[config.mk]
export PLATFORM = sky130hd
export DESIGN_NAME = pom_top
export DESIGN_NICKNAME = d
export VERILOG_FILES = /design/src/hdl/pom_pkg.sv /design/src/hdl/pom_top.sv /design/src/hdl/pom_pin_ovr.sv
export SDC_FILE = /design/constraint.sdc
export NUM_CORES = 1
export LEC_CHECK = 0
export ABC_AREA = 1
export BUFFER_PORTS_ARGS = -buffer_cell sky130_fd_sc_hd__buf_2
export CORE_UTILIZATION = 44
export DETAILED_ROUTE_END_ITERATION = 6
export GPL_ROUTABILITY_DRIVEN = 0
export PLACE_DENSITY = 0.89
export SLEW_MARGIN = 20
export SYNTH_ARGS = -nofsm -noshare
export SYNTH_HDL_FRONTEND = slang
export SYNTH_SLANG_ARGS = --single-unit
[constraint.sdc]
create_clock -name clock -period 1.06 [get_ports clock]
set_input_delay 0.159 -clock clock [delete_from_list [all_inputs] [get_ports clock]]
set_output_delay 0.159 -clock clock [all_outputs]
set_load 0.03 [all_outputs]
[src/hdl/pom_pkg.sv]
// package: offsets, reset values and carrier structs of the port override mux
// assumes: single 40 MHz clock domain, asynchronous active-high reset
`default_nettype none

package pom_pkg;

    // ************************************************************
    // register map
    // ************************************************************
    localparam logic [1:0] POM_OFS_PIN_LEVELS = 2'h0;
    localparam logic [1:0] POM_OFS_DIRECTION = 2'h1;
    localparam logic [1:0] POM_OFS_OUTPUT_DATA = 2'h2;
    localparam logic [7:0] POM_RST_DIRECTION = 8'h00;
    localparam logic [7:0] POM_RST_OUTPUT_DATA = 8'h00;
    localparam logic [7:0] POM_RD_UNMAPPED = 8'h00;
    localparam logic POM_FUSE_PROGRAMMED = 1'h0;

    // ************************************************************
    // carriers
    // ************************************************************
    typedef struct packed {
        logic pullup_override_enable;
        logic direction_override_enable;
        logic direction_override_value;
        logic value_override_enable;
        logic value_override_value;
        logic input_enable_override_enable;
        logic input_enable_override_value;
    } pom_ovr_s;

    typedef struct packed {
        logic comparator_out_enable;
        logic comparator_result;
        logic serial_rx_enable;
        logic serial_tx_enable;
        logic serial_tx_bit;
        logic serial_clock_master;
        logic compare_a_enable;
        logic compare_a_output;
        logic timer_pin_a;
        logic pinchange_group1_enable;
        logic [3:0] pinchange_mask;
        logic external_irq_zero;
        logic [3:0] analog_digital_disable;
    } pom_periph_s;

    typedef struct packed {
        logic [7:0] direction;
        logic [7:0] output_data;
        logic [7:0] rdata;
    } pom_state_s;

endpackage : pom_pkg

`default_nettype wire

[src/hdl/pom_top.sv]
// holds: port override mux top, first-port registers and second-port pin drive
// assumes: register master per plain strobe protocol, pins synchronous to clock
//
// The plain strobed port is this design's own decision.
`default_nettype none

// Functional notes
// - pin 3 direction override on when receiver enabled; value is comparator enable
// - pin 3 input override from pin-change mask with group enable, or analog disable
// - pin 2 input override from pin-change mask with group enable, or analog disable
// - clock-out option drives system clock on pin 1 regardless of registers
// - clock-out option is active when its configuration bit reads zero
// - pin 1 direction override from clock out, remapped compare A, or clock master
// - pin 1 input override from pin-change, irq zero or analog disable
// - pin 0 has only the input override, from pin-change or analog disable
// - all four second-port pin inputs feed pin-change group 1
// - first-port input register at 0x00 reads pin levels
// - first-port direction register at 0x01, reset 0x00
// - first-port output data register at 0x02, reset zero
module pom_top
    import pom_pkg::*;
(
    input wire logic clock,
    input wire logic rst,
    input wire logic [1:0] addr,
    input wire logic [7:0] wdata,
    input wire logic wr,
    input wire logic rd,
    output logic [7:0] rdata,
    input wire logic [7:0] port_a_in,
    output logic [7:0] port_a_out,
    output logic [7:0] port_a_oe_n,
    input wire logic clock_fuse_bit,
    input wire pom_periph_s periph,
    input wire logic [3:0] port_b_data,
    input wire logic [3:0] port_b_dir,
    input wire logic [3:0] port_b_pullup,
    input wire logic [3:0] port_b_in,
    output logic [3:0] port_b_out,
    output logic [3:0] port_b_oe_n,
    output logic [3:0] port_b_pullup_on,
    output logic [3:0] port_b_input_enable,
    output logic [3:0] pinchange_group1_src,
    output logic [3:0] port_b_digital_in,
    output logic system_clock_pin_out
);

    // ************************************************************
    // state
    // ************************************************************
    pom_state_s state;
    pom_state_s next_state;
    pom_ovr_s ovr [4];
    logic clock_output_option;

    assign clock_output_option = (clock_fuse_bit == POM_FUSE_PROGRAMMED);

    pom_pin_ovr u_pin_ovr (
        .periph(periph),
        .clock_output_option(clock_output_option),
        .ovr(ovr)
    );

    // ************************************************************
    // register file
    // ************************************************************
    always_comb
    begin
        next_state = state;
        next_state.rdata = POM_RD_UNMAPPED;
        if (wr)
        begin
            unique case (addr)
                POM_OFS_DIRECTION: next_state.direction = wdata;
                POM_OFS_OUTPUT_DATA: next_state.output_data = wdata;
                default: ;
            endcase
        end
        if (rd)
        begin
            unique case (addr)
                POM_OFS_PIN_LEVELS: next_state.rdata = port_a_in;
                POM_OFS_DIRECTION: next_state.rdata = state.direction;
                POM_OFS_OUTPUT_DATA: next_state.rdata = state.output_data;
                default: next_state.rdata = POM_RD_UNMAPPED;
            endcase
        end
    end

    always_ff @(posedge clock or posedge rst)
    begin
        if (rst)
        begin
            state.direction <= POM_RST_DIRECTION;
            state.output_data <= POM_RST_OUTPUT_DATA;
            state.rdata <= POM_RD_UNMAPPED;
        end
        else
        begin
            state <= next_state;
        end
    end

    assign rdata = state.rdata;
    assign port_a_out = state.output_data;
    assign port_a_oe_n = ~state.direction;

    // ************************************************************
    // second-port pin drive
    // ************************************************************
    always_comb
    begin
        for (int i = 0; i < 4; i++)
        begin
            port_b_out[i] = ovr[i].value_override_enable ? ovr[i].value_override_value : port_b_data[i];
            port_b_oe_n[i] = ~(ovr[i].direction_override_enable ? ovr[i].direction_override_value
                                                                 : port_b_dir[i]);
            port_b_pullup_on[i] = ovr[i].pullup_override_enable ? 1'b0 : port_b_pullup[i];
            port_b_input_enable[i] = ovr[i].input_enable_override_enable
                ? ovr[i].input_enable_override_value : 1'b1;
            port_b_digital_in[i] = port_b_in[i] & port_b_input_enable[i];
        end
        // pin 1 clock out carries the system clock itself
        if (clock_output_option)
        begin
            port_b_out[1] = clock;
        end
    end

    assign system_clock_pin_out = clock_output_option & clock;
    assign pinchange_group1_src = port_b_in;

    // ************************************************************
    // checks
    // ************************************************************
    a_dir_write: assert property (@(posedge clock) disable iff (rst)
        wr && addr == POM_OFS_DIRECTION |=> port_a_oe_n == ~$past(wdata)) else $error("direction write");
    a_rd_latency: assert property (@(posedge clock) disable iff (rst)
        rd && addr == POM_OFS_DIRECTION && !wr |=> rdata == $past(state.direction)) else $error("read lat");
    a_out_write: assert property (@(posedge clock) disable iff (rst)
        wr && addr == POM_OFS_OUTPUT_DATA |=> port_a_out == $past(wdata)) else $error("out write");
    a_pin_read: assert property (@(posedge clock) disable iff (rst)
        rd && addr == POM_OFS_PIN_LEVELS |=> rdata == $past(port_a_in)) else $error("pin read");
    a_tx_drive: assert property (@(posedge clock) disable iff (rst)
        periph.serial_tx_enable |-> !port_b_oe_n[2] && port_b_out[2] == periph.serial_tx_bit)
        else $error("tx drive");
    a_cmp_drive: assert property (@(posedge clock) disable iff (rst)
        periph.comparator_out_enable |-> port_b_out[3] == periph.comparator_result) else $error("cmp");
    a_rx_dir: assert property (@(posedge clock) disable iff (rst)
        periph.serial_rx_enable |-> port_b_oe_n[3] == !periph.comparator_out_enable) else $error("rx dir");
    a_clk_dir: assert property (@(posedge clock) disable iff (rst)
        clock_fuse_bit == POM_FUSE_PROGRAMMED |-> !port_b_oe_n[1]) else $error("clk dir");
    a_pc_src: assert property (@(posedge clock) disable iff (rst)
        pinchange_group1_src == port_b_in) else $error("pc src");
    a_pin0_plain: assert property (@(posedge clock) disable iff (rst)
        port_b_out[0] == port_b_data[0] && port_b_oe_n[0] == !port_b_dir[0]) else $error("pin0");

endmodule : pom_top

`default_nettype wire

[src/hdl/pom_pin_ovr.sv]
// holds: per-pin override equations of the four second-port pins
// assumes: peripheral enables are synchronous levels from their units
`default_nettype none

module pom_pin_ovr
    import pom_pkg::*;
(
    input wire pom_periph_s periph,
    input wire logic clock_output_option,
    output var pom_ovr_s ovr [4]
);

    logic [3:0] pc;
    logic [3:0] die;

    always_comb
    begin
        for (int i = 0; i < 4; i++)
        begin
            pc[i] = periph.pinchange_mask[i] & periph.pinchange_group1_enable;
            die[i] = pc[i] | periph.analog_digital_disable[i];
        end
        // pin 0: input override only
        ovr[0] = '0;
        ovr[0].input_enable_override_enable = die[0];
        ovr[0].input_enable_override_value = pc[0];
        // pin 1: clock out, compare A, serial clock, irq 0
        ovr[1] = '0;
        ovr[1].pullup_override_enable = clock_output_option;
        ovr[1].direction_override_enable = clock_output_option
            | (periph.compare_a_enable & periph.timer_pin_a)
            | periph.serial_clock_master;
        ovr[1].direction_override_value = clock_output_option
            | (periph.compare_a_enable & periph.timer_pin_a & periph.compare_a_output);
        ovr[1].value_override_enable = clock_output_option;
        ovr[1].input_enable_override_enable = die[1] | periph.external_irq_zero;
        ovr[1].input_enable_override_value = pc[1] | periph.external_irq_zero;
        // pin 2: serial transmitter
        ovr[2] = '0;
        ovr[2].pullup_override_enable = periph.serial_tx_enable;
        ovr[2].direction_override_enable = periph.serial_tx_enable;
        ovr[2].direction_override_value = periph.serial_tx_enable;
        ovr[2].value_override_enable = periph.serial_tx_enable;
        ovr[2].value_override_value = periph.serial_tx_enable & periph.serial_tx_bit;
        ovr[2].input_enable_override_enable = die[2];
        ovr[2].input_enable_override_value = pc[2];
        // pin 3: comparator output, serial receiver
        ovr[3] = '0;
        ovr[3].pullup_override_enable = periph.comparator_out_enable;
        ovr[3].direction_override_enable = periph.serial_rx_enable;
        ovr[3].direction_override_value = periph.comparator_out_enable;
        ovr[3].value_override_enable = periph.comparator_out_enable;
        ovr[3].value_override_value = periph.comparator_result & periph.comparator_out_enable;
        ovr[3].input_enable_override_enable = die[3];
        ovr[3].input_enable_override_value = pc[3];
    end

endmodule : pom_pin_ovr

`default_nettype wire

==> flow_summary.json <==
{
  "synth_common_cells": "48 x nand2_1, 33 x inv_1, 24 x dfrtp_1, 24 x nand3_1, 22 x buf_4",
  "rsz0062_at_grt": "true",
  "firstDrtPassIters": 4,
  "layout_setup_ws_ns": -0.1058,
  "synthTopCellsByArea": "dfrtp_1 40%, nand2_1 12%, buf_4 11%, o21ai_2 9.2%, inv_1 8.2%",
  "antenna_found_initial": 0,
  "grt_pass1_wl_um": 6106,
  "violations": "negative setup slack",
  "die_y_um": 60.68,
  "wl_per_cell_um": 11.97,
  "grt_pass1_vias": 1429,
  "crit_arrival_ns": 1.01,
  "synth-edff-count": 0,
  "cellPowerDensity_mw_per_mm2": 1555,
  "core_mm2": 0.003153,
  "p_leak_uw": 0.001354,
  "die_w_um": 60.68,
  "top_layer": "met4",
  "first_iter_violations": 84,
  "cts_tree": "yes",
  "met2_wirelength_um": 2138,
  "tns_ns": -0.2928,
  "cp_max_fo": 6,
  "hold_depth": 3,
  "synth_area_per_cell_um2": 7.933,
  "synth-seq-cells": 24,
  "start_util_pct": 48.06,
  "ys_types": 18,
  "dr_total_vias": 1562,
  "clk_latency_ns": 0.35,
  "cts_buffer_depth": 2,
  "dpl.hpwl_um": 2953,
  "synth-seq-area-share_pct": 39.64,
  "grt_overflow": 0,
  "synth_top_cell_area_share_pct": 39.64,
  "synthesis.area_mm2": 0.001515,
  "ys.flop_type": "dfrtp_1",
  "fp-row-count": 20,
  "max_slew_margin_pct": 79.89,
  "async_reset_ff_share_pct": 100.0,
  "finalHoldViolations": 0,
  "wl_met3_um": 235,
  "power.total_uw": 3483,
  "synthToLayoutAreaGrowth_pct": 47.81,
  "cp-start-kind": "clock port",
  "outcome": "complete, but fails checks",
  "numPortBuffers": 102,
  "met1_length_um": 1568,
  "drc": 0,
  "yosys_warnings": 0,
  "peakVddDrop_v": 0.001692,
  "syn-num-nets": 249,
  "yosysMostFrequentCell": "nand2_1",
  "cts_buffers": 3,
  "skew_ns": 0.07243,
  "drive_above_1_share_pct": 54.92,
  "worst_setup_path_end_kind": "output port",
  "grt_start_max_net_pins": 25,
  "io_pins": 107,
  "die_area_mm2": 0.003682,
  "hold_path_class": "input port to flip-flop",
  "final_antenna_net_count": 0,
  "path_class": "clock port to output port",
  "yosys.area.top_type": "dfrtp_1",
  "viasPerCell": 4.608,
  "setup_viol_count_final": 7,
  "tightestPinTransition_ns": 0.3016,
  "antenna_cells": 0,
  "fin_nets": 354,
  "syn_inst": 191,
  "clkSlewWorstSetupHoldPaths_ns": 0.07,
  "wl_um": 4058,
  "drv_cap": 0,
  "ctsRootBufferMaster": "clkbuf_4",
  "required_ns": 0.90,
  "track_usage_pct": 22.86,
  "r2r_cells": 6,
  "cts_max_level": 1,
  "maxSlewViolCount": 0
}
## registers in the layout, indices dropped and copies added, names as in the netlist
name        count
port_a_out      8
rdata           8
state           8
## timing repair
action                                 CTS  global route
gates resized for setup                 31            20
setup endpoints to repair               18            26
gates cloned                             0             0
pin swaps                                0             1
hold buffers                             1             0
buffers inserted                        16             2
endpoints found under the hold margin   24             0
## cells in the final DEF, fill, tap and decap left out
cell type	instances
nand2_1	48
dfrtp_1	24
buf_6	15
nand3b_1	1
buf_4	23
o21ai_0	1
nand3_1	22
and2_1	1
mux2_2	1
nand3_4	2
inv_4	1
buf_12	1
buf_2	85
clkbuf_4	2
dlygate4sd3_1	1
clkinv_4	1
nand3_2	2
nor2_4	1
buf_8	1
nor2_1	4
nor3_1	1
o21ai_2	17
inv_2	7
a21boi_1	3
nor2_2	1
clkinvlp_2	1
inv_1	27
clkbuf_16	1
## worst max-delay path, cell delays in order
cell and delay, ns:
buf_8 0.10, clkbuf_16 0.15, clkinv_4 0.04, o21ai_2 0.05, buf_6 0.13
## layer usage
metal / vias up / GRT usage [%]
met2: 65 / 38.93
met1: 713 / 26.78
met5: - / 0
li1: 774 / -
met4: 0 / 10.71
met3: 10 / 6.183
## worst paths after layout
kind | startpoint | end | slack (ns)
setup reg to reg | state[21] | rdata[5] | 0.04
hold reg to reg | state[20] | state[20] | 0.52
min in group asynchronous | rst | port_a_out[0] | 0.39
setup / recovery | clock | port_b_out[1] | -0.11
max in group asynchronous | rst | state[20] | 0.30
hold / removal | wdata[0] | state[16] | 0.09
## logic make-up (layout without fill, tap and decap cells)
group / after synthesis / in the layout / synth area share [%]
flops: 24 / 24 / 39.64
simple gates: 83 / 83 / 25.35
mux: 1 / 1 / 0.7431
compound gates: 21 / 21 / 11.40
buf+inv: 62 / 166 / 22.87
## power breakdown
part | internal, µW | switching, µW
clock | 533 | 528
combinational | 556 | 752
sequential | 1040 | 79.4
total | 2120 | 1360
## stage by stage
stage	std cells	worst slack, ns	utilization, %	hold WS, ns	area [µm²]
global placement	315	0.1023	60.75	0.2109	1916
finish	339	-0.1058	71.03	0.09311	2240
CTS	337	-0.1417	69.13	0.07542	2180
detailed placement	315	0.06191	60.75	0.2108	1916
floorplan	191	0.02991	-	0.1736	1515
global route	339	-0.1195	71.03	0.09609	2240
## area by class of cell
cell class / instances / area, µm²
clock buffers: 7 / 85.08
clock inverters: 3 / 20.02
fillers: 274 / 913.4
inverters: 34 / 127.6
multi-input cells: 105 / 584.3
flip-flops and latches: 24 / 600.6
well taps: 44 / 55.05
repair buffers: 122 / 767.0
No activity file was read; power rests on OpenSTA's default activity.
